$ cat config.mk
export PLATFORM = sky130hd
export DESIGN_NAME = sfc_device_flat
export DESIGN_NICKNAME = d
export VERILOG_FILES = /design/src/core/sfc_pkg.sv /design/src/core/sfc_if.sv /design/src/core/sfc_device.sv /design/src/flat_wrapper.sv
export VERILOG_INCLUDE_DIRS = /design/src /design/src/core
export SDC_FILE = /design/constraint.sdc
export NUM_CORES = 1
export LEC_CHECK = 0
export CORE_UTILIZATION = 45
export CTS_BUF_LIST = sky130_fd_sc_hd__clkbuf_8
export CTS_CLUSTER_SIZE = 30
export DETAILED_ROUTE_END_ITERATION = 8
export DONT_BUFFER_PORTS = 1
export SYNTH_ARGS = -nofsm -noshare
export SYNTH_HDL_FRONTEND = slang
export SYNTH_SLANG_ARGS = --single-unit
export TNS_END_PERCENT = 10
$ cat constraint.sdc
create_clock -name clk_sys_i -period 6.5 [get_ports clk_sys_i]
set_input_delay 1.3 -clock clk_sys_i [delete_from_list [all_inputs] [get_ports clk_sys_i]]
set_output_delay 1.3 -clock clk_sys_i [all_outputs]
set_load 0.02 [all_outputs]
$ cat src/core/sfc_defs.svh
// offsets, field positions, reset values and timing counts of the frame checker link
`ifndef SFC_DEFS_SVH
`define SFC_DEFS_SVH

`define SFC_CLK_NS            10
`define SFC_FRAME_BITS        32
`define SFC_CRC_INIT          5'h1f
`define SFC_CNT_BIT           21
`define SFC_CRC_LO            5

// device register map
`define SFC_ADDR_CTRL_BUCK    8'h00
`define SFC_ADDR_SECOND_BUCK  8'h01
`define SFC_ADDR_ERR_DETAIL   8'h1d
`define SFC_CTRL_BUCK_RST     16'h0008
`define SFC_CTRL_BUCK_WMASK   16'h067e
`define SFC_SECOND_BUCK_RST   16'h0008
`define SFC_SECOND_BUCK_WMASK 16'h063c

// error detail bits
`define SFC_ERR_CRC           0
`define SFC_ERR_LONG          1
`define SFC_ERR_SHORT         2
`define SFC_ERR_COUNT         3
`define SFC_ERR_SPI           4
`define SFC_ERR_TIMEOUT       5

// timing
`define SFC_SCLK_HALF_NS      500
`define SFC_SCLK_HALF_CYC     ((`SFC_SCLK_HALF_NS + `SFC_CLK_NS - 1) / `SFC_CLK_NS)
`define SFC_CSN_GAP_NS        6000
`define SFC_CSN_GAP_CYC       ((`SFC_CSN_GAP_NS + `SFC_CLK_NS - 1) / `SFC_CLK_NS)
`define SFC_CSN_FAIL_MS       20
`define SFC_CSN_FAIL_CYC      ((`SFC_CSN_FAIL_MS * 1000000 + `SFC_CLK_NS - 1) / `SFC_CLK_NS)

// host register map
`define SFC_H_CTRL            8'h00
`define SFC_H_CMD             8'h04
`define SFC_H_TXDATA          8'h08
`define SFC_H_RXFRAME         8'h0c
`define SFC_H_IRQ_STAT        8'h10
`define SFC_H_IRQ_CLR         8'h14
`define SFC_H_IRQ_EN          8'h18
`define SFC_EV_DONE           0
`define SFC_EV_CRC            1
`define SFC_EV_DEVERR         2

`endif

$ cat src/core/sfc_pkg.sv
// types and the shared checksum function of the frame checker link
package sfc_pkg;

  typedef enum logic [2:0] {
    SFC_H_IDLE = 3'h0,
    SFC_H_LEAD = 3'h1,
    SFC_H_HIGH = 3'h2,
    SFC_H_LOW  = 3'h3,
    SFC_H_TAIL = 3'h4,
    SFC_H_GAP  = 3'h5
  } sfc_hstate_type;

  // serial generator x^5+x^2+1 over bits 31..22 then 20..5
  function automatic logic [4:0] sfc_crc(input logic [31:0] f);
    logic [4:0] c;
    logic       fb;
    c  = 5'h1f;
    fb = 1'b0;
    for (int i = 31; i >= 5; i--) begin
      if (i != 21) begin
        fb = c[4] ^ f[i];
        c  = {c[3], c[2], c[1] ^ fb, c[0], fb};
      end
    end
    return c;
  endfunction

endpackage

$ cat src/core/sfc_if.sv
// serial link between the frame checker device and its controller
`timescale 1ns/10ps
`default_nettype none
interface sfc_if;
  logic sclk;
  logic chip_select_n;
  logic serial_in;
  logic serial_out_o;
  logic serial_out_oe;
  logic serial_out;

  // open drain with pull-up: low only while the device pulls it
  assign serial_out = (serial_out_oe && !serial_out_o) ? 1'b0 : 1'b1;

  modport dev (
    input  sclk,
    input  chip_select_n,
    input  serial_in,
    output serial_out_o,
    output serial_out_oe
  );

  modport host (
    output sclk,
    output chip_select_n,
    output serial_in,
    input  serial_out
  );
endinterface
`default_nettype wire

$ cat src/core/sfc_device.sv
// device end: frame receive, checksum check, buck config registers, reply frame
// Operation
// - frames are 32 bits ending in 5-bit check
// - check uses LFSR x^5+x^2+1
// - inbound check skips counter bit 21
// - outbound check skips bit 21 too
// - generator preset to all ones per frame
// - bits enter from bit 31 downward
// - published test vector yields 00011
// - master keeps select high 6 us between frames
// - registers reset to defaults, reserved bits zero
// - controller buck fields at address 0x00
// - blanking time field bits 6:4, reset zero
// - second buck fields at address 0x01
// - bad frame discards write, replies error detail
// - master starts counter at 0, toggles each frame
// - inbound layout; sample falling, commit select rise
// - outbound bit 31 flags previous frame error
`timescale 1ns/10ps
`default_nettype none
`include "sfc_defs.svh"
module sfc_device #(
  parameter int CSN_FAIL_CYC = `SFC_CSN_FAIL_CYC
) (
  input  wire logic  clk_sys_i,
  input  wire logic  rstn_i,
  sfc_if.dev         link,
  input  wire logic  reset_state_i,
  input  wire logic  fault_state_i,
  output logic [15:0] ctrl_buck_cfg_o,
  output logic [15:0] second_buck_cfg_o,
  output logic       ctrl_buck_drive_current_max_o,
  output logic       ctrl_buck_monitor_threshold_o,
  output logic       ctrl_buck_spread_enable_o,
  output logic [2:0] ctrl_buck_blanking_time_o,
  output logic [1:0] ctrl_buck_softstart_select_o,
  output logic       second_buck_monitor_threshold_o,
  output logic       second_buck_spread_enable_o,
  output logic [1:0] second_buck_slew_rate_o,
  output logic [1:0] second_buck_softstart_select_o,
  output logic       frame_error_o
);

  // reply data for an address; unmapped addresses read zero
  function automatic logic [15:0] reg_read(input logic [7:0] a, input logic [15:0] r0,
                                           input logic [15:0] r1, input logic [15:0] e);
    case (a)
      `SFC_ADDR_CTRL_BUCK:   reg_read = r0;
      `SFC_ADDR_SECOND_BUCK: reg_read = r1;
      `SFC_ADDR_ERR_DETAIL:  reg_read = e;
      default:               reg_read = 16'h0000;
    endcase
  endfunction

  // synchronisers: first stage feeds only the second
  logic [1:0] sclk_s_r, csn_s_r, din_s_r, rst_s_r, flt_s_r;
  logic       sclk_d_r, csn_d_r;

  logic [31:0] rx_r, rx_nxt;
  logic [31:0] tx_r, tx_nxt;
  logic [5:0]  cnt_r, cnt_nxt;
  logic        tog_r, tog_nxt;
  logic [15:0] buck0_r, buck0_nxt;
  logic [15:0] buck1_r, buck1_nxt;
  logic [15:0] err_r, err_nxt;
  logic [31:0] tmo_r, tmo_nxt;
  logic        abort_r, abort_nxt;
  logic        oe_r, oe_nxt;
  logic        ferr_r, ferr_nxt;

  logic        sclk_fall, csn_fall, csn_rise;
  logic [15:0] ev;
  logic        any_err;
  logic [7:0]  rep_addr;
  logic [31:0] rep;

  assign sclk_fall = sclk_d_r & ~sclk_s_r[1];
  assign csn_fall  = csn_d_r & ~csn_s_r[1];
  assign csn_rise  = ~csn_d_r & csn_s_r[1];

  always_ff @(posedge clk_sys_i or negedge rstn_i) begin
    if (!rstn_i) begin
      sclk_s_r <= 2'h0;
      csn_s_r  <= 2'h3;
      din_s_r  <= 2'h0;
      rst_s_r  <= 2'h0;
      flt_s_r  <= 2'h0;
      sclk_d_r <= 1'b0;
      csn_d_r  <= 1'b1;
    end else begin
      sclk_s_r <= {sclk_s_r[0], link.sclk};
      csn_s_r  <= {csn_s_r[0], link.chip_select_n};
      din_s_r  <= {din_s_r[0], link.serial_in};
      rst_s_r  <= {rst_s_r[0], reset_state_i};
      flt_s_r  <= {flt_s_r[0], fault_state_i};
      sclk_d_r <= sclk_s_r[1];
      csn_d_r  <= csn_s_r[1];
    end
  end

  always_comb begin
    rx_nxt       = rx_r;
    tx_nxt       = tx_r;
    cnt_nxt      = cnt_r;
    tog_nxt      = tog_r;
    buck0_nxt    = buck0_r;
    buck1_nxt    = buck1_r;
    err_nxt      = err_r;
    tmo_nxt      = tmo_r;
    abort_nxt    = abort_r;
    ferr_nxt     = 1'b0;
    ev           = 16'h0000;
    rep_addr     = 8'h00;
    rep          = 32'h0000_0000;

    // select held low: count toward the low timeout
    if (!csn_s_r[1] && !abort_r) begin
      if (tmo_r == 32'(CSN_FAIL_CYC - 1)) begin
        abort_nxt = 1'b1;
      end else begin
        tmo_nxt = tmo_r + 32'h1;
      end
    end

    if (csn_fall) begin
      cnt_nxt   = 6'h00;
      tmo_nxt   = 32'h0;
      abort_nxt = 1'b0;
    end

    // sample on falling clock, then step the reply out
    if (sclk_fall && !csn_s_r[1] && !abort_r) begin
      rx_nxt = {rx_r[30:0], din_s_r[1]};
      tx_nxt = {tx_r[30:0], 1'b1};
      if (cnt_r != 6'h3f) begin
        cnt_nxt = cnt_r + 6'h01;
      end
    end

    if (csn_rise) begin
      ev[`SFC_ERR_SHORT]   = (cnt_r < 6'(`SFC_FRAME_BITS));
      ev[`SFC_ERR_LONG]    = (cnt_r > 6'(`SFC_FRAME_BITS));
      ev[`SFC_ERR_CRC]     = (sfc_pkg::sfc_crc(rx_r) != rx_r[4:0]);
      ev[`SFC_ERR_COUNT]   = (rx_r[`SFC_CNT_BIT] != tog_r);
      ev[`SFC_ERR_TIMEOUT] = abort_r;
      ev[`SFC_ERR_SPI]     = rx_r[31] && (rx_r[30:23] != `SFC_ADDR_CTRL_BUCK)
                             && (rx_r[30:23] != `SFC_ADDR_SECOND_BUCK);
      any_err = |ev;
      if (cnt_r == 6'(`SFC_FRAME_BITS)) begin
        tog_nxt = ~rx_r[`SFC_CNT_BIT];
      end
      // write commits at select rise only on a clean frame
      if (!any_err && rx_r[31]) begin
        if (rx_r[30:23] == `SFC_ADDR_CTRL_BUCK) begin
          buck0_nxt = (rx_r[20:5] & `SFC_CTRL_BUCK_WMASK) |
                      (buck0_r & ~`SFC_CTRL_BUCK_WMASK);
        end
        if (rx_r[30:23] == `SFC_ADDR_SECOND_BUCK) begin
          buck1_nxt = (rx_r[20:5] & `SFC_SECOND_BUCK_WMASK) |
                      (buck1_r & ~`SFC_SECOND_BUCK_WMASK);
        end
      end
      if (any_err) begin
        err_nxt  = ev;
        rep_addr = `SFC_ADDR_ERR_DETAIL;
      end else begin
        rep_addr = rx_r[30:23];
      end
      ferr_nxt     = any_err;
      rep = {any_err, rst_s_r[1], flt_s_r[1], rep_addr,
             reg_read(rep_addr, buck0_nxt, buck1_nxt, err_nxt), 5'h00};
      rep[4:0] = sfc_pkg::sfc_crc(rep);
      tx_nxt   = rep;
    end
    any_err = |ev;
  end

  // drive low only while selected and the current bit is zero
  always_comb begin
    oe_nxt = !csn_s_r[1] && !tx_r[31];
  end

  always_ff @(posedge clk_sys_i or negedge rstn_i) begin
    if (!rstn_i) begin
      rx_r       <= 32'h0000_0000;
      tx_r       <= 32'hffff_ffff;
      cnt_r      <= 6'h00;
      tog_r      <= 1'b0;
      buck0_r    <= `SFC_CTRL_BUCK_RST;
      buck1_r    <= `SFC_SECOND_BUCK_RST;
      err_r      <= 16'h0000;
      tmo_r      <= 32'h0;
      abort_r    <= 1'b0;
      oe_r       <= 1'b0;
      ferr_r     <= 1'b0;
    end else begin
      rx_r       <= rx_nxt;
      tx_r       <= tx_nxt;
      cnt_r      <= cnt_nxt;
      tog_r      <= tog_nxt;
      buck0_r    <= buck0_nxt;
      buck1_r    <= buck1_nxt;
      err_r      <= err_nxt;
      tmo_r      <= tmo_nxt;
      abort_r    <= abort_nxt;
      oe_r       <= oe_nxt;
      ferr_r     <= ferr_nxt;
    end
  end

  assign link.serial_out_o  = 1'b0;
  assign link.serial_out_oe = oe_r;

  assign ctrl_buck_cfg_o                 = buck0_r;
  assign second_buck_cfg_o               = buck1_r;
  assign ctrl_buck_drive_current_max_o   = buck0_r[1];
  assign ctrl_buck_monitor_threshold_o   = buck0_r[2];
  assign ctrl_buck_spread_enable_o       = buck0_r[3];
  assign ctrl_buck_blanking_time_o       = buck0_r[6:4];
  assign ctrl_buck_softstart_select_o    = buck0_r[10:9];
  assign second_buck_monitor_threshold_o = buck1_r[2];
  assign second_buck_spread_enable_o     = buck1_r[3];
  assign second_buck_slew_rate_o         = buck1_r[5:4];
  assign second_buck_softstart_select_o  = buck1_r[10:9];
  assign frame_error_o                   = ferr_r;

endmodule
`default_nettype wire

$ cat src/flat_wrapper.sv
// flat-port wrapper written by rule: the top's interface ports become plain ports
module sfc_device_flat 
#(
  parameter int CSN_FAIL_CYC = `SFC_CSN_FAIL_CYC
)
  (clk_sys_i, rstn_i, reset_state_i, fault_state_i, ctrl_buck_cfg_o, second_buck_cfg_o, ctrl_buck_drive_current_max_o, ctrl_buck_monitor_threshold_o, ctrl_buck_spread_enable_o, ctrl_buck_blanking_time_o, ctrl_buck_softstart_select_o, second_buck_monitor_threshold_o, second_buck_spread_enable_o, second_buck_slew_rate_o, second_buck_softstart_select_o, frame_error_o, link_sclk, link_chip_select_n, link_serial_in, link_serial_out_o, link_serial_out_oe);
  sfc_if link_i ();
  input  wire logic clk_sys_i;
  input  wire logic rstn_i;
  input  wire logic reset_state_i;
  input  wire logic fault_state_i;
  output logic [15:0] ctrl_buck_cfg_o;
  output logic [15:0] second_buck_cfg_o;
  output logic ctrl_buck_drive_current_max_o;
  output logic ctrl_buck_monitor_threshold_o;
  output logic ctrl_buck_spread_enable_o;
  output logic [2:0] ctrl_buck_blanking_time_o;
  output logic [1:0] ctrl_buck_softstart_select_o;
  output logic second_buck_monitor_threshold_o;
  output logic second_buck_spread_enable_o;
  output logic [1:0] second_buck_slew_rate_o;
  output logic [1:0] second_buck_softstart_select_o;
  output logic frame_error_o;
  input wire logic [$bits(link_i.sclk)-1:0] link_sclk;
  input wire logic [$bits(link_i.chip_select_n)-1:0] link_chip_select_n;
  input wire logic [$bits(link_i.serial_in)-1:0] link_serial_in;
  output wire logic [$bits(link_i.serial_out_o)-1:0] link_serial_out_o;
  output wire logic [$bits(link_i.serial_out_oe)-1:0] link_serial_out_oe;
  assign link_i.sclk = link_sclk;
  assign link_i.chip_select_n = link_chip_select_n;
  assign link_i.serial_in = link_serial_in;
  assign link_serial_out_o = link_i.serial_out_o;
  assign link_serial_out_oe = link_i.serial_out_oe;
  sfc_device #(.CSN_FAIL_CYC(CSN_FAIL_CYC)) u_core (.clk_sys_i(clk_sys_i), .rstn_i(rstn_i), .link(link_i), .reset_state_i(reset_state_i), .fault_state_i(fault_state_i), .ctrl_buck_cfg_o(ctrl_buck_cfg_o), .second_buck_cfg_o(second_buck_cfg_o), .ctrl_buck_drive_current_max_o(ctrl_buck_drive_current_max_o), .ctrl_buck_monitor_threshold_o(ctrl_buck_monitor_threshold_o), .ctrl_buck_spread_enable_o(ctrl_buck_spread_enable_o), .ctrl_buck_blanking_time_o(ctrl_buck_blanking_time_o), .ctrl_buck_softstart_select_o(ctrl_buck_softstart_select_o), .second_buck_monitor_threshold_o(second_buck_monitor_threshold_o), .second_buck_spread_enable_o(second_buck_spread_enable_o), .second_buck_slew_rate_o(second_buck_slew_rate_o), .second_buck_softstart_select_o(second_buck_softstart_select_o), .frame_error_o(frame_error_o));
endmodule
# --- After elaboration in Yosys (flattened, before gate mapping) ---
# Index checks and enable logic that the tools add are counted.
totals:
  ff_bits: 166
  inputBits: 7
  out_inout_bits: 49
  elab_cells: 236
classes:
  n_addsub: 2
  n_lt_le_gt_ge: 2
  n_eq_ne: 10
  n_mux: 72
  n_bitwise: 111
  reduce_logical: 21
ops:
  columns: ["operator", "n"]
  rows:
  - ["5-bit two-way mux", 51]
  - ["32-bit two-way mux", 5]
  - ["1-bit XOR", 100]
  - ["16-bit two-way mux", 6]
  - ["16-bit one-hot mux with 3 select lines", 1]
  - ["32-bit by 1-bit adder with 32-bit output (second input constant)", 1]
  - ["32-bit by 21-bit == test with 1-bit output (second input constant)", 1]
  - ["11-bit by 16-bit bitwise OR with 16-bit output", 2]
  - ["6-bit two-way mux", 3]
  - ["8-bit by 1-bit == test with 1-bit output (second input constant)", 2]
  - ["8-bit logical NOT", 2]
  - ["8-bit two-way mux", 2]
  - ["8-bit by 5-bit == test with 1-bit output (second input constant)", 1]
  - ["8-bit by 1-bit != test with 1-bit output (second input constant)", 1]
  - ["8-bit nonzero test", 1]
  - ["1-bit logical AND", 7]
  - ["6-bit by 1-bit adder with 6-bit output (second input constant)", 1]
  - ["6-bit == test (second input constant)", 1]
  - ["6-bit > comparator (second input constant)", 1]
  - ["6-bit less-than comparator (second input constant)", 1]
  - ["6-bit != test (second input constant)", 1]
  - ["1-bit NOT", 6]
  - ["2-bit AND reduction", 3]
  - ["2-bit nonzero test", 3]
  - ["7 further kinds", 15]

# --- Longest topological paths before layout ---
# Gate-level depths: netlist (run 1).
logic_depth:
  ltp_word: 157
  depth_mapped: 13
  mapped_depth_nobuf: 11

# --- Worst setup path before layout (run 1) ---
# OpenSTA, ideal clock, no wires.
synth_path:
  path_type: "register to register"
  from: "register u_core.rx_r[28]"
  to: "register u_core.tx_r[0]"
  setup_ns: 0.073
  arrival_time_ns: 3.046
  slack_ns: 3.381
  stages_incl_launch_ff: 12
  period_less_slack_ns: 3.119
  cell_sequence: "dfrtp_1 buf_2 xor2_1 xnor3_1 xnor3_1 xnor2_1 or2b_1 nor4_4 xnor2_1 xnor3_2 xnor2_1 a21oi_1"
synth_via:
  elab_chain_cells: 82
  elab_cells_between_ends: 148
  cone_classes: "5 x eq/ne; 58 x mux; 77 x bitwise; 8 x reduce/logical"
synth_rtl:
  columns: ["element", "line", "text"]
  rows:
  - ["from (decl)", "sfc_device.sv:59", "logic [31:0] rx_r, rx_nxt;"]
  - ["from (signal assigned)", "sfc_device.sv:197", "rx_r <= rx_nxt;"]
  - ["1-bit XOR", "sfc_pkg.sv:21", "fb = c[4] ^ f[i];"]
  - ["1-bit XOR", "sfc_pkg.sv:22", "c = {c[3], c[2], c[1] ^ fb, c[0], fb};"]
  - ["5-bit two-way mux (3 in a row)", "sfc_device.sv:140", "if (csn_rise) begin"]
  - ["1-bit XOR", "sfc_pkg.sv:21", null]
  - ["1-bit XOR", "sfc_pkg.sv:22", null]
  - ["5-bit two-way mux (3 in a row)", "sfc_device.sv:140", null]
  - ["1-bit XOR", "sfc_pkg.sv:21", null]
  - ["1-bit XOR", "sfc_pkg.sv:22", null]
  - ["[60 not listed]", null, null]
  - ["5-bit two-way mux", "sfc_device.sv:140", null]
  - ["1-bit XOR or 5-bit two-way mux (tied branches)", "sfc_pkg.sv:21, sfc_device.sv:140", null]
  - ["5-bit two-way mux", "sfc_device.sv:140", null]
  - ["5-bit two-way mux or 1-bit XOR (tied branches)", "sfc_device.sv:140, sfc_pkg.sv:21", null]
  - ["1-bit XOR", "sfc_pkg.sv:22", null]
  - ["5-bit two-way mux (3 in a row)", "sfc_device.sv:140", null]
  - ["1-bit XOR *", "sfc_pkg.sv:21", null]
  - ["32-bit two-way mux *", "sfc_device.sv:140", null]
  - ["to (signal assigned)", "sfc_device.sv:198", "tx_r <= tx_nxt;"]
  - ["to (decl)", "sfc_device.sv:60", "logic [31:0] tx_r, tx_nxt;"]
# Every way passes the cells marked *; elsewhere a longest branch is shown, timed or not. The select of a mux whose other input is x is not followed.
# A chain may end at the register's enable or synchronous reset.

# --- Final worst setup path (run 1) ---
layout_path:
  from: "register u_core.rx_r[29]"
  to: "register u_core.buck0_r[2], in the netlist u_core.ctrl_buck_cfg_o[2]"
layout_via:
  elab_chain_cells: 45
  elab_cells_between_ends: 77
  cone_classes: "2 x eq/ne; 26 x mux; 42 x bitwise; 7 x reduce/logical"
layout_rtl:
  columns: ["element", "line", "text"]
  rows:
  - ["1-bit XOR", "sfc_pkg.sv:21", null]
  - ["1-bit XOR or 5-bit two-way mux (tied branches)", "sfc_pkg.sv:22, sfc_device.sv:140", null]
  - ["5-bit two-way mux", "sfc_device.sv:140", null]
  - ["5-bit two-way mux or 1-bit XOR (tied branches)", "sfc_device.sv:140, sfc_pkg.sv:22", null]
  - ["5-bit two-way mux", "sfc_device.sv:140", null]
  - ["1-bit XOR or 5-bit two-way mux (tied branches)", "sfc_pkg.sv:21, sfc_device.sv:140", null]
  - ["1-bit XOR or 5-bit two-way mux (tied branches)", "sfc_pkg.sv:22, sfc_device.sv:140", null]
  - ["5-bit two-way mux or 1-bit XOR (tied branches)", "sfc_device.sv:140, sfc_pkg.sv:21", null]
  - ["[29 not listed]", null, null]
  - ["5-bit two-way mux or 1-bit XOR (tied branches)", "sfc_device.sv:140, sfc_pkg.sv:21", null]
  - ["1-bit XOR or 5-bit two-way mux (tied branches)", "sfc_pkg.sv:22, sfc_device.sv:140", null]
  - ["5-bit two-way mux", "sfc_device.sv:140", null]
  - ["5-bit != test", "sfc_device.sv:143", "ev[`SFC_ERR_CRC] = (sfc_pkg::sfc_crc(rx_r) != rx_r[4:0]);"]
  - ["6-bit OR reduction", "sfc_device.sv:148", "any_err = |ev;"]
  - ["1-bit logical NOT", "sfc_device.sv:153", "if (!any_err && rx_r[31]) begin"]
  - ["1-bit logical AND", "sfc_device.sv:153", null]
  - ["16-bit two-way mux *", "sfc_device.sv:153", null]
  - ["to (signal assigned)", "sfc_device.sv:189", "buck0_r <= `SFC_CTRL_BUCK_RST;"]
  - ["to (signal assigned)", "sfc_device.sv:201", "buck0_r <= buck0_nxt;"]
  - ["to (decl)", "sfc_device.sv:63", "logic [15:0] buck0_r, buck0_nxt;"]
# Marked as above.

==> impl_metrics.py, run 1 <==
metrics = {
    "status": {
        "status": "finished clean",
    },
    "worst_setup_path": {
        "cp-startpoint": "u_core.rx_r[29]",
        "critPathArrivalTime_ps": 4460,
        "reg2reg_from": "u_core.rx_r[29]",
        "worstSetupPathType": "flop to flop",
        "cp-start-kind": "flop",
        "end_kind": "flop",
        "worstPathRequired_ps": 6840,
        "critical_path.max_fanout": 9,
    },
    "floorplan": {
        "die_area_um2": 18100,
        "fp.dieH_um": 135,
        "core_um2": 17200,
        "ios": 56,
        "start_util_pct": 45.8,
        "die_w_um": 135,
        "rows": 48,
    },
    "power": {
        "p_switching_mw": 0.526,
        "p_per_area_nw_per_um2": 245,
        "irDropWorstVdd_uv": 182,
        "power_frac_clock_pct": 39.7,
        "switching_share_pct": 25.7,
        "combPwrFrac_pct": 10.3,
        "p_seq_share_pct": 49.9,
        "leakagePower_nw": 3.84,
        "p_int_mw": 1.52,
    },
    "route": {
        "firstDrtPassIters": 5,
        "drc": 0,
        "drtAntennaViolNets": 0,
        "routed_via_density": 5.50,
        "totalWireLength_mm": 17.4,
        "wl_per_cell_um": 17.7,
        "vias": 5427,
        "dr.first_iter.drc_count": 458,
    },
    "logic_synthesis": {
        "ys_types": 61,
        "seq_area_frac_synth_pct": 47.5,
        "syn_inst": 777,
        "ys_ff_latch": 148,
        "syn_avg_cell_area_um2": 10.2,
        "async_reset_ff_share_pct": 100,
        "synth_edf_count": 0,
        "ys.flop_type": "dfrtp_1",
        "yosys_warnings": 0,
        "synth_area_um2": 7900,
    },
    "timing": {
        "worst_slew_pin_slew_ps": 981,
        "slew-limit-headroom_pct": 34.0,
        "setup_tns_ps": 0,
        "rsz0062_at_grt": "no",
        "skew_ps": 17.4,
        "final-setup-viol-count": 0,
        "maxSlewViolCount": 0,
        "period_share_pct": 63.4,
        "final-hold-violation-count": 0,
        "fin_crit_ps": 4120,
        "fmax_mhz": 243,
    },
    "place": {
        "dp.cells": 955,
        "hpwl_mm": 11.8,
        "globalplace.congestion": 0.906,
        "place.port_buffers": 0,
    },
    "flow_run": {
        "maxCapViolations": 0,
    },
    "clocking": {
        "cts_sinks": 148,
        "cts_resized": 0,
        "htreeDepth": 4,
        "cts_tree": "built",
        "path_clk_slew_ps": 80,
        "postCtsSetupBuffers": 0,
        "cts_hold_buf": 0,
        "numCtsBuffers": 17,
        "root_buffer": "clkbuf_8",
        "cts_buffer_depth": 2,
        "clkLatencyLatePin_ps": 460,
    },
    "final_layout": {
        "drive_above_1_share_pct": 13.9,
        "seq_area_um2": 3750,
        "multi_input_area_um2": 3760,
        "area.growth.synth_to_final_pct": 5.70,
        "antenna_cells": 0,
        "n_fill_cell": 1575,
        "stdcell_count": 987,
        "nets": 759,
        "final_util_pct": 48.4,
    },
    "global_route": {
        "gr-max-usage-layer": "met2",
        "antenna_found_initial": 0,
        "grt_pass1_wl_mm": 28.6,
        "grt_util_met2_pct": 32.9,
        "grt_max_degree": 149,
        "grt.met3_usage_pct": 5.11,
        "grt_pass1_vias": 5378,
        "grt-ovfl-total": 0,
        "grtUsageMet1_pct": 27.3,
        "grt_use_total_pct": 20.5,
    },
    "worst_hold_path": {
        "hp-class": "flop to flop",
        "hold_start": "u_core.flt_s_r[0]",
    },
}
worst max-delay path, cell delays in order, from the launching register on:
cell and delay, ps:
dfrtp_1 490, nor4_1 870, buf_4 280, nand2_1 90
and2_1 220, nor4_1 570, nand4_1 310, nor2_2 310
and3_1 470, mux2_2 380
per-stage QoR:
step	instance area, um2	setup WS [ps]	hold WS [ps]	power, mW
after global routing	8350	1970	363	2.13
final	8350	2380	356	2.05
after detailed placement	7900	2470	339	1.25
after floorplan	7970	3380	331	1.20
after global placement	7900	2540	335	1.25
after CTS	8350	2440	358	2.07
state kept, by name, summed over array words and instances, names as in the netlist, 6 cells and up:
name                      cells
u_core.tx_r                  32
u_core.ctrl_buck_cfg_o        8
u_core.cnt_r                  6
u_core.err_r                 16
u_core.rx_r                  32
u_core.tmo_r                 32
u_core.second_buck_cfg_o      6
worst paths after layout:
| check | end | slack (ps) | cells after the start |
|---|---|---|---|
| max in group asynchronous | u_core.tx_r[15] | 5570 | 0 |
| min reg2reg | u_core.flt_s_r[1] | 360 | 0 |
| max | u_core.ctrl_buck_cfg_o[2] | 2380 | 9 |
| max reg2reg | u_core.ctrl_buck_cfg_o[2] | 2380 | 9 |
| min in group asynchronous | u_core.tmo_r[30] | 550 | 0 |
| min | u_core.flt_s_r[1] | 360 | 0 |
cells by family after synthesis:
kind of cell,count (synthesis),share of synthesized area [%]
AO/OA/AOI/OAI,106,9.15
XOR/XNOR,110,15.4
adder cells (fa/ha/maj),3,0.475
buffers and inverters,87,5.84
flip-flops,148,47.5
multiplexers,28,3.88
other,1,0.0475
AND/OR/NAND/NOR,294,17.8
placed cells by master (no fill, tap or decap), drive strengths merged, types with 22 or more instances in the layout:
cell type / netlist / layout
xor2: 41 / 41
dfrtp: 111 / 111
dfstp: 37 / 37
nand3: 22 / 22
nor2: 52 / 52
a21oi: 23 / 23
xnor2: 53 / 53
nand2: 134 / 134
o21ai: 33 / 33
synthesized netlist by cell type (2+ instances only):
cell / count / area [um2]
mux2i_1: 10 / 100
and2_1: 13 / 81.3
nor2_1: 50 / 188
xnor3_2: 3 / 71.3
nand4_1: 6 / 37.5
nor3_1: 4 / 20.0
mux2_2: 17 / 191
a22oi_1: 9 / 67.6
nor4b_1: 4 / 35.0
o21ai_0: 33 / 165
a21oi_1: 23 / 115
or2b_1: 2 / 15.0
xnor3_1: 12 / 270
inv_1: 16 / 60.1
a32oi_1: 2 / 17.5
dfstp_2: 37 / 972
clkbuf_1: 27 / 101
a222oi_1: 4 / 40.0
nand2_1: 134 / 503
dfrtp_1: 111 / 2780
buf_1: 4 / 15.0
buf_2: 5 / 25.0
a22o_1: 3 / 26.3
or3_1: 5 / 31.3
a221o_1: 15 / 150
a31oi_1: 5 / 31.3
xor2_1: 41 / 359
xnor2_1: 51 / 447
nand3_1: 22 / 110
nand2b_1: 8 / 50.1
o211ai_1: 4 / 30.0
nor2_2: 2 / 12.5
buf_4: 34 / 255
and3_1: 19 / 119
and4_1: 6 / 52.6
ha_1: 3 / 37.5
nor2b_1: 4 / 25.0
nor4_1: 6 / 37.5
per-layer routing:
layer	up-vias	share of wire, %
li1	2534	-
met1	2702	45
met2	154	48
met3	37	5.1
met4	0	2.5
met5	-	0
power groups by stage:
stage,logic [mW],clock network (mW),registers [mW]
floorplan,0.177,0,1.02
global placement,0.207,0,1.04
detailed placement,0.212,0,1.04
CTS,0.213,0.833,1.02
global route,0.235,0.871,1.03
finish,0.212,0.814,1.02
final cells by class:
| class | instances | share of cell area (%) |
|---|---|---|
| Clock buffer | 17 | 2.80 |
| Clock inverter | 15 | 2.58 |
| Inverter | 16 | 0.719 |
| Multi-Input combinational cell | 560 | 45.1 |
| Sequential cell | 148 | 44.9 |
| Tap cell | 225 | 3.37 |
| Timing Repair Buffer | 6 | 0.539 |
Note: power is estimated with default switching activity, not from simulation.
==> run 2: changes to the inputs <==
Clock period 6.5 ns to 3.8 ns, I/O delays scaled along.
==> impl_metrics.py, run 2 (synthesized netlist as in run 1, its figures left out) <==
metrics = {
    "worst_setup_path": {
        "crit_family": "simple AND/OR/NAND/NOR gates",
        "worst_path_max_delay_cell": "xnor3_2",
        "critical_path.max_fanout": 7,
        "crit_chain": "xnor3_2 -> xnor2_4 -> xnor3_1 -> or2_0 -> mux2i_1 -> nand4_1 -> nor2_2 -> nand2_1 -> nor2_2 -> mux2_2",
        "cpMostUsedCell": "nor2_2",
        "cp-start-kind": "flop",
        "rrSetupSlack_ps": 240,
        "end_kind": "flop",
        "worstSetupPathType": "flop to flop",
        "worstPathRequired_ps": 4140,
        "critPathArrivalTime_ps": 3900,
        "cpPeakStageDelay_ps": 530,
        "worst-path-buf-inv": 0,
    },
    "worst_hold_path": {
        "hp-class": "input port to async pin",
    },
    "floorplan": {
        "die_w_um": 135,
        "ios": 56,
        "die_area_um2": 18100,
        "rows": 48,
        "fp.dieH_um": 135,
        "start_util_pct": 45.8,
        "core_um2": 17200,
    },
    "power": {
        "irDropWorstVdd_uv": 259,
        "leakagePower_nw": 3.91,
        "power_frac_clock_pct": 36.4,
        "p_per_area_nw_per_um2": 398,
        "switching_share_pct": 26.5,
        "combPwrFrac_pct": 11.5,
        "p_int_mw": 2.46,
        "p_switching_mw": 0.888,
        "p_seq_share_pct": 52.1,
    },
    "timing": {
        "setup_tns_ps": 0,
        "period_share_pct": 93.8,
        "hold_slack_ps": 142,
        "rsz0062_at_grt": "no",
        "skew_ps": 9.92,
        "maxSlewViolCount": 0,
        "fin_crit_ps": 3560,
        "final-setup-viol-count": 0,
        "final-hold-violation-count": 0,
        "worst_slew_pin_slew_ps": 935,
        "fmax_mhz": 281,
        "slew-limit-headroom_pct": 37.5,
    },
    "clocking": {
        "cts_buffer_depth": 2,
        "root_buffer": "clkbuf_8",
        "postCtsSetupBuffers": 0,
        "path_clk_slew_ps": 80,
        "cts_sinks": 148,
        "numCtsBuffers": 17,
        "htreeDepth": 4,
        "cts_tree": "built",
        "clkLatencyLatePin_ps": 460,
    },
    "final_layout": {
        "drive_above_1_share_pct": 15.5,
        "top_regs": "u_core.rx_r x32, u_core.tmo_r x32, u_core.tx_r x32",
        "stdcell_count": 1001,
        "antenna_cells": 0,
        "final_cell_mix": "nand2_1 (134), dfrtp_1 (111), xnor2_1 (51)",
        "area.growth.synth_to_final_pct": 6.70,
        "layout_commonest_cell": "nand2_1",
        "nets": 773,
        "n_fill_cell": 1575,
    },
    "route": {
        "totalWireLength_mm": 18.0,
        "firstDrtPassIters": 4,
        "drc": 0,
        "routed_via_density": 5.42,
        "dr.first_iter.drc_count": 335,
        "wl_per_cell_um": 18.0,
        "vias": 5425,
        "drtAntennaViolNets": 0,
    },
    "global_route": {
        "antenna_found_initial": 0,
        "grt_pass1_wl_mm": 29.7,
        "grt_use_total_pct": 21.7,
        "grt_max_degree": 112,
        "grt_pass1_vias": 5569,
        "grt-ovfl-total": 0,
    },
    "place": {
        "hpwl_mm": 12.2,
        "place.port_buffers": 0,
        "globalplace.congestion": 0.942,
        "dp.cells": 968,
    },
    "flow_run": {
        "maxCapViolations": 0,
    },
    "status": {
        "status": "finished clean",
    },
}
==> run 2: changes by cell type in the layout (fill, tap and decap cells not counted), sizes merged <==
cell	previous run	this run
bufinv	5	2
buf	6	20
clkinvlp	1	0
inv	19	20
clkbuf	17	20
==> run 2: worst paths after layout <==
kind	endpoint	startpoint	cells after the start
max reg2reg	u_core.second_buck_cfg_o[5]	u_core.rx_r[30]	10
min in group clk_sys_i	u_core.csn_s_r[0]	link_chip_select_n	0
min reg2reg	u_core.sclk_s_r[1]	u_core.sclk_s_r[0]	0
min	u_core.tx_r[18]	rstn_i	0
max in group asynchronous	u_core.rx_r[8]	rstn_i	1
max	u_core.second_buck_cfg_o[5]	u_core.rx_r[30]	10
==> run 2: timing repair <==
item,4_1_cts,5_1_grt
setup endpoints to repair,0,1
hold endpoints to repair,111,0
hold buffers,1,0
resized for setup,0,1
==> run 2: layout make-up <==
cell class | count | area, um2 | area share (%)
sequential | 148 | 3750 | 44.5
inverter | 16 | 60.1 | 0.712
timing repair buffer | 20 | 183 | 2.17
tap | 225 | 282 | 3.34
multi-input combinational | 560 | 3770 | 44.7
clock buffer | 20 | 275 | 3.27
clock inverter | 12 | 114 | 1.35
==> run 2: power groups by stage <==
stage	logic [mW]	clock network, mW	registers (mW)
floorplan	0.303	0	1.75
finish	0.385	1.22	1.75
global route	0.428	1.32	1.76
CTS	0.390	1.25	1.75
detailed placement	0.360	0	1.78
global placement	0.352	0	1.77
==> run 2: metrics by stage <==
step                area (um2)  power, mW  worst slack, ps  utilization [%]
floorplan                 7970       2.05              681                -
global placement          8010       2.12              314             46.5
detailed placement        8010       2.14              213             46.5
CTS                       8430       3.39              175             48.9
global route              8430       3.50             84.7             48.9
finish                    8430       3.35              236             48.9
==> run 2: worst reg2reg max path: cells and delay by family, from the launching register on <==
kind                      cells  cell delay, ps
xor gates and xnor gates      3            1190
and+or+nand+nor               5            1180
muxes                         2             610
DFF                           1             470
==> run 2: metal layers <==
metal / routed length, um / global-route usage [%] / vias to the layer above
met5: 0 / 0 / -
met4: 299 / 6.43 / 0
met3: 751 / 5.82 / 24
met2: 8980 / 36.4 / 97
met1: 8000 / 27.6 / 2744
li1: - / - / 2560
==> run 3: changes to the inputs <==
Settings changed: CORE_UTILIZATION 45 to 40.
==> impl_metrics.py, run 3 (synthesized netlist as in run 1, its figures left out) <==
metrics = {
    "global_route": {
        "grt_pass1_vias": 5020,
        "antenna_found_initial": 0,
        "grt_max_degree": 112,
        "grt-ovfl-total": 0,
        "grt_use_total_pct": 18.1,
        "grt_pass1_wl_mm": 28.1,
    },
    "final_layout": {
        "final_cell_area_um2": 8550,
        "top_regs": "u_core.rx_r x32, u_core.tmo_r x32, u_core.tx_r x32",
        "area.growth.synth_to_final_pct": 8.25,
        "nets": 774,
        "layout_commonest_cell": "nand2_1",
        "antenna_cells": 0,
        "drive_above_1_share_pct": 15.7,
        "final_cell_mix": "nand2_1 (134), dfrtp_1 (111), xnor2_1 (51)",
        "n_fill_cell": 1908,
    },
    "power": {
        "p_seq_share_pct": 49.3,
        "p_per_area_nw_per_um2": 415,
        "leakagePower_nw": 3.93,
        "combPwrFrac_pct": 10.6,
        "p_int_mw": 2.65,
        "power_frac_clock_pct": 40.2,
        "p_switching_mw": 0.895,
        "irDropWorstVdd_uv": 257,
        "switching_share_pct": 25.2,
    },
    "clocking": {
        "numCtsBuffers": 17,
        "htreeDepth": 4,
        "cts_buffer_depth": 2,
        "cts_sinks": 148,
        "postCtsSetupBuffers": 0,
        "root_buffer": "clkbuf_8",
        "clkLatencyLatePin_ps": 450,
        "cts_tree": "built",
        "path_clk_slew_ps": 80,
    },
    "worst_hold_path": {
        "hp-class": "input port to async pin",
    },
    "worst_setup_path": {
        "cp-start-kind": "flop",
        "worstPathRequired_ps": 4170,
        "worstSetupPathType": "flop to flop",
        "critical_path.max_fanout": 8,
        "end_kind": "flop",
        "critPathArrivalTime_ps": 3900,
    },
    "route": {
        "top_layer": "met4",
        "wl_per_cell_um": 16.6,
        "routed_via_density": 5.12,
        "totalWireLength_mm": 17.3,
        "vias": 5339,
        "wl_met1_mm": 8.82,
        "drc": 0,
        "wl_met3_um": 755,
        "firstDrtPassIters": 5,
        "dr.first_iter.drc_count": 435,
        "met2_length_mm": 7.37,
        "drtAntennaViolNets": 0,
    },
    "place": {
        "post_dp_cell_area_um2": 8060,
        "globalplace.congestion": 0.890,
        "hpwl_mm": 11.5,
        "place.port_buffers": 0,
    },
    "timing": {
        "final-hold-violation-count": 0,
        "skew_ps": 14.3,
        "rsz0062_at_grt": "no",
        "fmax_mhz": 283,
        "maxSlewViolCount": 0,
        "setup_tns_ps": 0,
        "period_share_pct": 92.9,
        "slew-limit-headroom_pct": 52.1,
        "final-setup-viol-count": 0,
        "worst_slew_pin_slew_ps": 717,
        "fin_crit_ps": 3530,
    },
    "floorplan": {
        "die_w_um": 143,
        "fp.dieH_um": 143,
        "ios": 56,
        "die_area_um2": 20300,
        "rows": 51,
        "core_um2": 19400,
        "start_util_pct": 40.7,
    },
    "status": {
        "status": "finished clean",
    },
    "flow_run": {
        "maxCapViolations": 0,
    },
}
run 3: what timing repair did:
action,in CTS,in global routing
hold buffers,1,0
setup endpoints to repair,0,7
hold endpoints to repair,111,0
gates resized for setup,0,1
run 3: worst max-delay path, stage by stage (launching register included):
cell and delay, ps:
dfrtp_1 550, xor2_1 290, xnor3_1 480, xnor3_1 380, xnor2_1 310, or2b_1 350
nor3_2 210, a21oi_1 160, xnor3_2 430, xnor2_1 140, a21oi_1 150
run 3: area by class of cell:
class                      instances  area (um2)  area share (%)
clock buffer                      19         262            3.06
clock inverter                    13         205            2.40
inverter                          16        60.1           0.702
multi-input combinational        560        3770            44.0
sequential                       148        3750            43.8
tap                              265         332            3.88
timing repair buffer              21         178            2.08
run 3: metal layers:
layer	track usage (%)	up-vias
li1	-	2574
met1	26.9	2615
met2	25.8	123
met3	3.20	27
met4	7.13	0
met5	0	-
run 3: final timing paths:
kind / to / startpoint / slack [ps] / depth (start not counted)
min: u_core.second_buck_cfg_o[3] / rstn_i / 160 / 0
max in group asynchronous: u_core.link.serial_out_oe / rstn_i / 3070 / 1
max reg2reg: u_core.tx_r[0] / u_core.rx_r[28] / 270 / 10
min reg2reg: u_core.din_s_r[1] / u_core.din_s_r[0] / 350 / 0
max: u_core.tx_r[0] / u_core.rx_r[28] / 270 / 10
min in group clk_sys_i: u_core.csn_s_r[0] / link_chip_select_n / 310 / 0
run 3: through the flow:
stage	worst slack, ps	hold slack (ps)	cells	util (%)	total power [mW]
global placement	325	337	1009	41.5	2.12
finish	271	158	1042	44.1	3.55
floorplan	681	331	795	-	2.05
detailed placement	252	339	1009	41.5	2.12
global route	47.6	129	1042	44.1	3.69
CTS	204	126	1042	44.1	3.59
run 3: power by group through the flow:
stage | logic [mW] | registers (mW) | clock network (mW)
2_1_floorplan | 0.303 | 1.75 | 0
3_3_place_gp | 0.344 | 1.78 | 0
3_5_place_dp | 0.350 | 1.77 | 0
4_1_cts | 0.379 | 1.75 | 1.46
5_1_grt | 0.414 | 1.76 | 1.52
6_report | 0.375 | 1.75 | 1.42
